--- src/core/tnr_consts.svh ---
// register offsets, field positions, reset values and limits
`ifndef TNR_CONSTS_SVH
`define TNR_CONSTS_SVH

// ****************************************************
// register offsets (byte addresses on the plain port)
// ****************************************************
`define TNR_A_TCFG 8'h0B
`define TNR_A_FREQ_HOLD 8'h0C
`define TNR_A_PH_HOLD 8'h0D
`define TNR_A_FREQ_STB 8'h0E
`define TNR_A_PH_STB 8'h0F
`define TNR_A_RSC 8'h10
`define TNR_A_STATUS 8'h11
`define TNR_A_FREQ_ACT 8'h12
`define TNR_A_PH_ACT 8'h13

// ****************************************************
// field positions
// ****************************************************
`define TNR_FREQ_MSB 31
`define TNR_PH_MSB 7
`define TNR_RSC_DLY_MSB 11
`define TNR_RSC_DLY_LSB 4
`define TNR_RSC_BYP 3
`define TNR_RSC_MODE_MSB 2
`define TNR_TCFG_SYNC 5
`define TNR_TCFG_LOAD 0

// ****************************************************
// reset values
// ****************************************************
`define TNR_RST_FREQ 32'h0000_0000
`define TNR_RST_PH 8'h00
`define TNR_RST_DLY 8'h10
`define TNR_RST_BYP 1'b1
`define TNR_RST_MODE 3'h1

// ****************************************************
// timing counts in back-end clocks
// ****************************************************
`define TNR_DLY_MIN 8'h02
`define TNR_DLY_BUF 8'h05
`define TNR_DLY_SER 8'h10

`endif

--- src/core/tnr_pkg.sv ---
// types shared by the timing oscillator and resampler control
package tnr_pkg;

   // ****************************************************
   // control words
   // ****************************************************
   // resampler control word fields
   typedef struct packed {
      logic [7:0] dly;   // pulse delay in clocks
      logic byp;         // section bypass
      logic [2:0] mode;  // {hb2, hb1, resampler}
   } tnr_rsc_t;

   // oscillator option bits
   typedef struct packed {
      logic sync_upd;    // sync input loads actives
      logic load_upd;    // frequency loads also zero feedback
   } tnr_tcfg_t;

   // output pulse sequencer state
   typedef enum logic {
      SEQ_IDLE,
      SEQ_RUN
   } tnr_seq_t;

   // ****************************************************
   // whole state of the control block
   // ****************************************************
   typedef struct packed {
      logic [31:0] freq_hold;
      logic [7:0] ph_hold;
      logic [31:0] freq_act;
      logic [7:0] ph_act;
      tnr_rsc_t rsc;
      tnr_tcfg_t tcfg;
      logic sync_d;      // last synced sync level
      logic acc_clr;     // feedback zero pulse
      tnr_seq_t seq;
      logic [7:0] cnt;   // clocks to next extra output
      logic [1:0] extra; // extra outputs still owed
      logic out_stb;
      logic cfg_err;
      logic [31:0] rdata;
   } tnr_state_t;

endpackage

--- src/core/tnr_sync2.sv ---
// two flip-flop synchroniser for levels entering the clock domain
module tnr_sync2 #(
   parameter int W = 1
) (
   input wire logic i_clk,
   input wire logic i_rst_n,
   input wire logic [W-1:0] i_d,
   output logic [W-1:0] o_q
);

   // ****************************************************
   // stages
   // ****************************************************
   // [0] is metastable-prone and feeds only [1]
   logic [1:0][W-1:0] st_reg;
   logic [1:0][W-1:0] st_next;

   // refuse an empty bus
   if (W < 1) begin : g_chk
      $error("tnr_sync2: W must be at least 1");
   end

   // shift one stage per clock
   always_comb begin
      st_next[0] = i_d;
      st_next[1] = st_reg[0];
   end

   // clear both stages on reset
   always_ff @(posedge i_clk or negedge i_rst_n) begin
      if (!i_rst_n) begin
         st_reg <= '0;
      end else begin
         st_reg <= st_next;
      end
   end

   assign o_q = st_reg[1];

endmodule

--- src/core/tnr_ctrl.sv ---
// timing oscillator control words and resampler control
`include "tnr_consts.svh"

module tnr_ctrl #(
   parameter int ADDR_W = 8
) (
   input wire logic i_mclk,
   input wire logic i_rst_n,
   input wire logic [ADDR_W-1:0] i_addr,
   input wire logic [31:0] i_wdata,
   input wire logic i_wr,
   input wire logic i_rd,
   output logic [31:0] o_rdata,
   input wire logic i_timing_sync_in,
   input wire logic i_in_strobe,
   output logic [31:0] o_active_freq,
   output logic [7:0] o_active_phase,
   output logic o_acc_clear,
   output logic [7:0] o_pulse_delay,
   output logic o_bypass,
   output logic [2:0] o_mode,
   output logic o_out_strobe,
   output logic o_cfg_err
);

   // ****************************************************
   // elaboration checks
   // ****************************************************
   // the decoder compares against 8-bit offsets
   if (ADDR_W < 8) begin : g_chk
      $error("tnr_ctrl: ADDR_W must be at least 8");
   end

   // ****************************************************
   // reset value of the whole state
   // ****************************************************
   localparam tnr_pkg::tnr_state_t ST_RST = '{
      freq_hold: `TNR_RST_FREQ,
      ph_hold: `TNR_RST_PH,
      freq_act: `TNR_RST_FREQ,
      ph_act: `TNR_RST_PH,
      rsc: '{
         dly: `TNR_RST_DLY,
         byp: `TNR_RST_BYP,
         mode: `TNR_RST_MODE
      },
      tcfg: '{sync_upd: 1'b0, load_upd: 1'b0},
      sync_d: 1'b0,
      acc_clr: 1'b0,
      seq: tnr_pkg::SEQ_IDLE,
      cnt: 8'h00,
      extra: 2'h0,
      out_stb: 1'b0,
      cfg_err: 1'b0,
      rdata: 32'h0000_0000
   };

   // ****************************************************
   // helper functions
   // ****************************************************
   // address decode against an 8-bit offset
   function automatic logic hit(
      input logic [ADDR_W-1:0] a,
      input logic [7:0] off
   );
      hit = (a == ADDR_W'(off));
   endfunction

   // filter mode codes the section can run
   function automatic logic mode_ok(input logic [2:0] m);
      case (m)
         3'h1: mode_ok = 1'b1;  // resampler only
         3'h2: mode_ok = 1'b1;  // first halfband
         3'h3: mode_ok = 1'b1;  // resampler + first
         3'h6: mode_ok = 1'b1;  // both halfbands
         3'h7: mode_ok = 1'b1;  // all three
         default: mode_ok = 1'b0;
      endcase
   endfunction

   // extra outputs per input for a mode
   function automatic logic [1:0] extras(input logic [2:0] m);
      case (m[2:1])
         2'h3: extras = 2'h3;   // interpolate by four
         2'h1: extras = 2'h1;   // interpolate by two
         default: extras = 2'h0;
      endcase
   endfunction

   // software must never program 0 or 1; rather than let
   // the counter wrap for 255 clocks the sequencer clamps
   // delay with illegal 0 and 1 forced up to the floor
   function automatic logic [7:0] safe_dly(input logic [7:0] d);
      safe_dly = (d < `TNR_DLY_MIN) ? `TNR_DLY_MIN : d;
   endfunction

   // ****************************************************
   // reset release and sync input crossing
   // ****************************************************
   logic rst_n;   // synchronised reset, released on a clock
   logic sync_q;  // synced timing_sync_in level

   // hold reset low two clocks after the pin rises
   tnr_sync2 #(
      .W(1)
   ) u_rst_sync (
      .i_clk(i_mclk),
      .i_rst_n(i_rst_n),
      .i_d(1'b1),
      .o_q(rst_n)
   );

   // a pulse shorter than one clock period may be
   // missed entirely; hold the pin high two clocks
   // the sync pin is asynchronous to the back-end clock
   tnr_sync2 #(
      .W(1)
   ) u_timing_sync (
      .i_clk(i_mclk),
      .i_rst_n(rst_n),
      .i_d(i_timing_sync_in),
      .o_q(sync_q)
   );

   // ****************************************************
   // state registers
   // ****************************************************
   // one packed struct holds every flop but the synchroniser stages, so the reset
   // value and the next-state copy can never drift apart
   tnr_pkg::tnr_state_t st_reg;  // registered state
   tnr_pkg::tnr_state_t st_next; // next state

   // strobes and decoded events of this cycle
   logic wr_freq_stb;
   logic wr_ph_stb;
   logic sync_load;
   logic [7:0] dly_eff;
   logic [31:0] status;

   // ****************************************************
   // next-state logic
   // ****************************************************
   always_comb begin
      st_next = st_reg;
      st_next.acc_clr = 1'b0;
      st_next.out_stb = 1'b0;
      st_next.rdata = 32'h0000_0000;

      // strobe writes carry no data at all
      wr_freq_stb = i_wr && hit(i_addr, `TNR_A_FREQ_STB);
      wr_ph_stb = i_wr && hit(i_addr, `TNR_A_PH_STB);

      // rising edge of the synced sync level; the first
      // stage stays private to the synchroniser
      st_next.sync_d = sync_q;
      sync_load = sync_q && !st_reg.sync_d
         && st_reg.tcfg.sync_upd;

      // ---------- holding and control writes ----------
      // a hold write never disturbs the active words; the
      // oscillator keeps running on the old pair meanwhile
      if (i_wr) begin
         if (hit(i_addr, `TNR_A_FREQ_HOLD)) begin
            // whole word, msb at bit 31
            st_next.freq_hold =
               i_wdata[`TNR_FREQ_MSB:0];
         end
         if (hit(i_addr, `TNR_A_PH_HOLD)) begin
            // only the low byte is stored
            st_next.ph_hold = i_wdata[`TNR_PH_MSB:0];
         end
         if (hit(i_addr, `TNR_A_RSC)) begin
            st_next.rsc.dly = i_wdata[`TNR_RSC_DLY_MSB:
               `TNR_RSC_DLY_LSB];
            st_next.rsc.byp = i_wdata[`TNR_RSC_BYP];
            st_next.rsc.mode =
               i_wdata[`TNR_RSC_MODE_MSB:0];
         end
         if (hit(i_addr, `TNR_A_TCFG)) begin
            st_next.tcfg.sync_upd = i_wdata[`TNR_TCFG_SYNC];
            st_next.tcfg.load_upd = i_wdata[`TNR_TCFG_LOAD];
         end
      end

      // ---------- holding to active transfers ----------
      // a sync load takes the holding value from before a
      // write landing in the same cycle
      if (wr_freq_stb || sync_load) begin
         st_next.freq_act = st_reg.freq_hold;
      end
      if (wr_ph_stb || sync_load) begin
         st_next.ph_act = st_reg.ph_hold;
      end

      // restart from a known phase on a frequency load;
      // a phase strobe alone does not restart
      if ((wr_freq_stb || sync_load)
            && st_reg.tcfg.load_upd) begin
         st_next.acc_clr = 1'b1;
      end

      // ---------- configuration check ----------
      // a running section needs a legal mode and delay;
      // a bypassed section ignores both, so cfg_err stays low
      st_next.cfg_err = !st_reg.rsc.byp
         && (!mode_ok(st_reg.rsc.mode)
         || st_reg.rsc.dly < `TNR_DLY_MIN);

      // ---------- output pulse sequencer ----------
      dly_eff = safe_dly(st_reg.rsc.dly);
      case (st_reg.seq)
         tnr_pkg::SEQ_IDLE: begin
            if (i_in_strobe) begin
               // an input while bypassed or without
               // interpolation gives only this output
               // first output follows the input one clock later
               st_next.out_stb = 1'b1;
               if (!st_reg.rsc.byp
                     && mode_ok(st_reg.rsc.mode)
                     && extras(st_reg.rsc.mode) != 2'h0) begin
                  st_next.extra = extras(st_reg.rsc.mode);
                  st_next.cnt = dly_eff;
                  st_next.seq = tnr_pkg::SEQ_RUN;
               end
            end
         end
         tnr_pkg::SEQ_RUN: begin
            if (i_in_strobe) begin
               // a new input preempts the owed extras,
               // and restarts the sequence just as an input in idle does
               st_next.out_stb = 1'b1;
               st_next.extra = extras(st_reg.rsc.mode);
               st_next.cnt = dly_eff;
               if (st_reg.rsc.byp
                     || extras(st_reg.rsc.mode) == 2'h0) begin
                  st_next.seq = tnr_pkg::SEQ_IDLE;
               end
            end else if (st_reg.cnt == 8'h01) begin
               // an extra output, delay clocks after the last
               st_next.out_stb = 1'b1;
               st_next.extra = st_reg.extra - 2'h1;
               st_next.cnt = dly_eff;
               if (st_reg.extra == 2'h1) begin
                  st_next.seq = tnr_pkg::SEQ_IDLE;
               end
            end else begin
               st_next.cnt = st_reg.cnt - 8'h01;
            end
         end
         default: begin
            // recover an impossible code to idle
            st_next.seq = tnr_pkg::SEQ_IDLE;
            st_next.extra = 2'h0;
            st_next.cnt = 8'h00;
         end
      endcase

      // ---------- status word ----------
      // low-delay warnings help software spot bad values;
      // bit 4 shows a sequence still owes extra outputs,
      // so software can poll it before changing the delay
      status = {
         27'h000_0000,
         st_reg.seq == tnr_pkg::SEQ_RUN,
         st_reg.rsc.dly < `TNR_DLY_SER,
         st_reg.rsc.dly < `TNR_DLY_BUF,
         st_reg.rsc.dly < `TNR_DLY_MIN,
         !mode_ok(st_reg.rsc.mode)
      };

      // ---------- read path ----------
      // data stands only in the cycle after the read;
      // unmapped and strobe offsets read as zero;
      // reads have no side effects, so polling is safe
      if (i_rd) begin
         if (hit(i_addr, `TNR_A_FREQ_HOLD)) begin
            st_next.rdata = st_reg.freq_hold;
         end else if (hit(i_addr, `TNR_A_PH_HOLD)) begin
            st_next.rdata = {24'h00_0000, st_reg.ph_hold};
         end else if (hit(i_addr, `TNR_A_RSC)) begin
            st_next.rdata = {20'h0_0000, st_reg.rsc};
         end else if (hit(i_addr, `TNR_A_TCFG)) begin
            st_next.rdata = {26'h000_0000,
               st_reg.tcfg.sync_upd, 4'h0,
               st_reg.tcfg.load_upd};
         end else if (hit(i_addr, `TNR_A_STATUS)) begin
            st_next.rdata = status;
         end else if (hit(i_addr, `TNR_A_FREQ_ACT)) begin
            st_next.rdata = st_reg.freq_act;
         end else if (hit(i_addr, `TNR_A_PH_ACT)) begin
            st_next.rdata = {24'h00_0000, st_reg.ph_act};
         end else begin
            st_next.rdata = 32'h0000_0000;
         end
      end
   end

   // ****************************************************
   // state register
   // ****************************************************
   // the synchronised reset keeps the release away from
   // the clock edge, so no flop sees a half-released reset
   // every update lands on the back-end clock edge
   always_ff @(posedge i_mclk or negedge rst_n) begin
      if (!rst_n) begin
         st_reg <= ST_RST;
      end else begin
         st_reg <= st_next;
      end
   end

   // ****************************************************
   // outputs, straight from the state register
   // ****************************************************
   assign o_rdata = st_reg.rdata;
   assign o_active_freq = st_reg.freq_act;   // to the oscillator
   assign o_active_phase = st_reg.ph_act;
   assign o_acc_clear = st_reg.acc_clr;      // one-clock pulse
   assign o_pulse_delay = st_reg.rsc.dly;
   assign o_bypass = st_reg.rsc.byp;
   assign o_mode = st_reg.rsc.mode;
   assign o_out_strobe = st_reg.out_stb;
   assign o_cfg_err = st_reg.cfg_err;

endmodule

--- config.mk ---
export PLATFORM = sky130hd
export DESIGN_NAME = tnr_ctrl
export DESIGN_NICKNAME = d
export VERILOG_FILES = /design/src/core/tnr_pkg.sv /design/src/core/tnr_sync2.sv /design/src/core/tnr_ctrl.sv
export VERILOG_INCLUDE_DIRS = /design/src /design/src/core
export SDC_FILE = /design/constraint.sdc
export NUM_CORES = 1
export LEC_CHECK = 0
export ABC_AREA = 1
export BUFFER_PORTS_ARGS = -buffer_cell sky130_fd_sc_hd__buf_2
export CORE_UTILIZATION = 45
export CTS_BUF_LIST = sky130_fd_sc_hd__clkbuf_8 sky130_fd_sc_hd__clkbuf_16
export CTS_CLUSTER_DIAMETER = 120
export DETAILED_ROUTE_END_ITERATION = 8
export PLACE_DENSITY = 0.67
export SETUP_SLACK_MARGIN = 0.3
export SYNTH_ARGS = -nofsm -noshare
export SYNTH_HDL_FRONTEND = slang
export SYNTH_SLANG_ARGS = --single-unit
--- constraint.sdc ---
create_clock -name i_mclk -period 5 [get_ports i_mclk]
set_input_delay 0.5 -clock i_mclk [delete_from_list [all_inputs] [get_ports i_mclk]]
set_output_delay 0.5 -clock i_mclk [all_outputs]
set_load 0.005 [all_outputs]
==> results.ini <==
[sta]
tns_ps=0
finalSetupViolations=0
max_freq_mhz=394.4
slew_violations=0
setup_ws_ps=2464
rsz0062_at_grt=no
final-hold-violation-count=0
worst_clock_skew_ps=9.761
maxSlewHeadroom_pct=37.98
tightest_slew_ps=927.0
fin_crit_sh_pct=50.72
period_needed_ps=2536

[synth]
yosys.area.top_type=dfrtp_1
synth_edf_count=0
synth-async-reset-ratio_pct=100.0
netlist.area_leader.share_pct=49.76
netlist_area_mm2=0.007141
ys_seq_elements=145
synth_cell_type_count=32
synth-main-ff-cell=dfrtp_1
synth_area_leaders=dfrtp_1 (50%), nand2_1 (12%), buf_4 (9.9%), nand3_1 (5.1%), inv_1 (4.0%)
yosysWarnings=0
syn_nets=898
syn_avg_cell_area_um2=8.411
synth_commonest_cells=nand2_1 (227), dfrtp_1 (142), buf_4 (94)
yosysMostFrequentCell=nand2_1
syn-instance-count=849
yosysSeqAreaShare_pct=50.87

[critical_path]
critical_path_class=input pin to flip-flop
crit_arrival_ps=2860
cp_max_fo=42
cp.required_ps=5320
endpoint_kind=flip-flop
start_kind=input pin

[placed_design]
placed_cell_area_mm2=0.007268
dp_hpwl_um=11450
placedCellCount=1079
portBuffers=132
pre_cts_ws_ps=2000
place.gp.congestion=0.8237

[grt]
grt_antenna_before_repair=0
grt_overflow_total=0
grt_pass1_wl_um=26520
grt_pass1_vias=5054
track_usage_pct=21.47
grt_max_degree=77

[layout]
stdcell_count=1111
nNetsFinal=937
antennaDiodeCount=0
fin_area_mm2=0.007884
drive_above_1_share_pct=21.33
syn2layout_area_growth_pct=10.41
largest_register_ffs=54

[clocking]
cts_tree=yes
cts.sinks=145
cts_setup_buffers=0
cts_max_level=4
ctsResizeCount=0
clockRootBuffer=clkbuf_16
cts.clk_slew.worst_paths_ps=60
cts_made_buffers=17
clk_latency_ps=430
cts_buffer_depth=2

[die]
start_util_pct=46.46
rows=45
core_area_mm2=0.01537
die-area_mm2=0.01638
die_w_um=128.0
die_h_um=128.0
pin_count=133

[pwr]
p_total_mw=2.999
ir_worst_vdd_mv=0.2351
p_leak_nw=4.180
cellPowerDensity_mw_per_mm2=380.4

[flow_run]
cap_violations=0

[detailed_routing]
routedWlPerCell_um=15.09
drt_pre_antenna_iters=5
routed-via-count=5479
drt_iter0_markers=375
drc=0
routed_wl_um=16770
drtAntennaViolNets=0
vias_per_cell=4.932

[outcome]
outcome=completed

[worst_hold_path]
min_path_type=input pin to flip-flop

## per-layer routing
metal	global-route usage, %	share of wire, %	vias to the layer above
met2	33.22	47	158
met4	7.612	1.4	0
met1	29.80	46	2605
li1	-	-	2696
met5	0	0	-
met3	4.674	6.0	20
## path summary, 6_finish.rpt
check | startpoint | to | slack (ps) | depth (start not counted)
hold reg to reg | u_rst_sync.st_next[1] | u_rst_sync.o_q | 350 | 0
min in group asynchronous | i_rst_n | u_rst_sync.o_q | 380 | 2
setup reg to reg | st_reg[44] | st_reg[36] | 3120 | 8
hold / removal | i_timing_sync_in | u_timing_sync.st_next[1] | 180 | 1
max in group asynchronous | u_rst_sync.o_q | o_bypass | 3600 | 1
setup / recovery | i_wr | o_active_freq[8] | 2460 | 7
## critical path: stages
cell     delay (ps)
buf_2           430
inv_1            80
nor2_1          180
nand4_2         550
nand2_2         870
nand2_1         120
o21ai_0         100
## cell type report
type / instances / area (µm²)
inverters: 82 / 307.8
fillers: 1465 / 7487
well taps: 211 / 264.0
multi-input cells: 506 / 2365
clock inverters: 12 / 152.6
flip-flops and latches: 145 / 3636
clock buffers: 19 / 452.9
repair buffers: 136 / 705.7
## report_power, final
group,switching (mW),internal (mW),total (mW)
logic,0.234,0.130,0.364
clock network,0.459,0.845,1.30
registers,0.0764,1.25,1.33
total,0.769,2.23,3.00
## repair_timing
action,CTS,global route
endpoints found under the hold margin,2,0
setup endpoints to repair,0,0
hold buffers,1,0
## through the flow
| step | hold WS [ps] | util (%) |
|---|---|---|
| finish | 179.9 | 51.29 |
| global placement | 285.4 | 47.29 |
| CTS | 165.8 | 51.29 |
| floorplan | 204.4 | - |
| global route | 174.6 | 51.29 |
| detailed placement | 288.1 | 47.29 |
## cell families (layout without fill, tap and decap cells)
| group | after synthesis | count (layout) | synth area share [%] |
|---|---|---|---|
| buffers and inverters | 198 | 249 | 16.02 |
| adders and majority gates | 3 | 3 | 0.5257 |
| AOI/OAI and AO/OA | 125 | 125 | 9.462 |
| other | 1 | 1 | 0.05252 |
| DFF | 145 | 145 | 50.87 |
| and+or+nand+nor | 377 | 377 | 23.08 |
## layout by cell type, fill, tap and decap left out, types with 17 or more instances in the layout
| cell type | netlist | layout |
|---|---|---|
| dfrtp_1 | 142 | 141 |
| inv_1 | 76 | 82 |
| a21oi_1 | 30 | 30 |
| o21ai_1 | 26 | 26 |
| buf_2 | 8 | 132 |
| o21ai_0 | 48 | 48 |
| clkbuf_16 | 0 | 17 |
| nor2_1 | 48 | 48 |
| nand2_1 | 227 | 227 |
| nand3_1 | 73 | 73 |
Note: power is estimated with default switching activity, not from simulation.
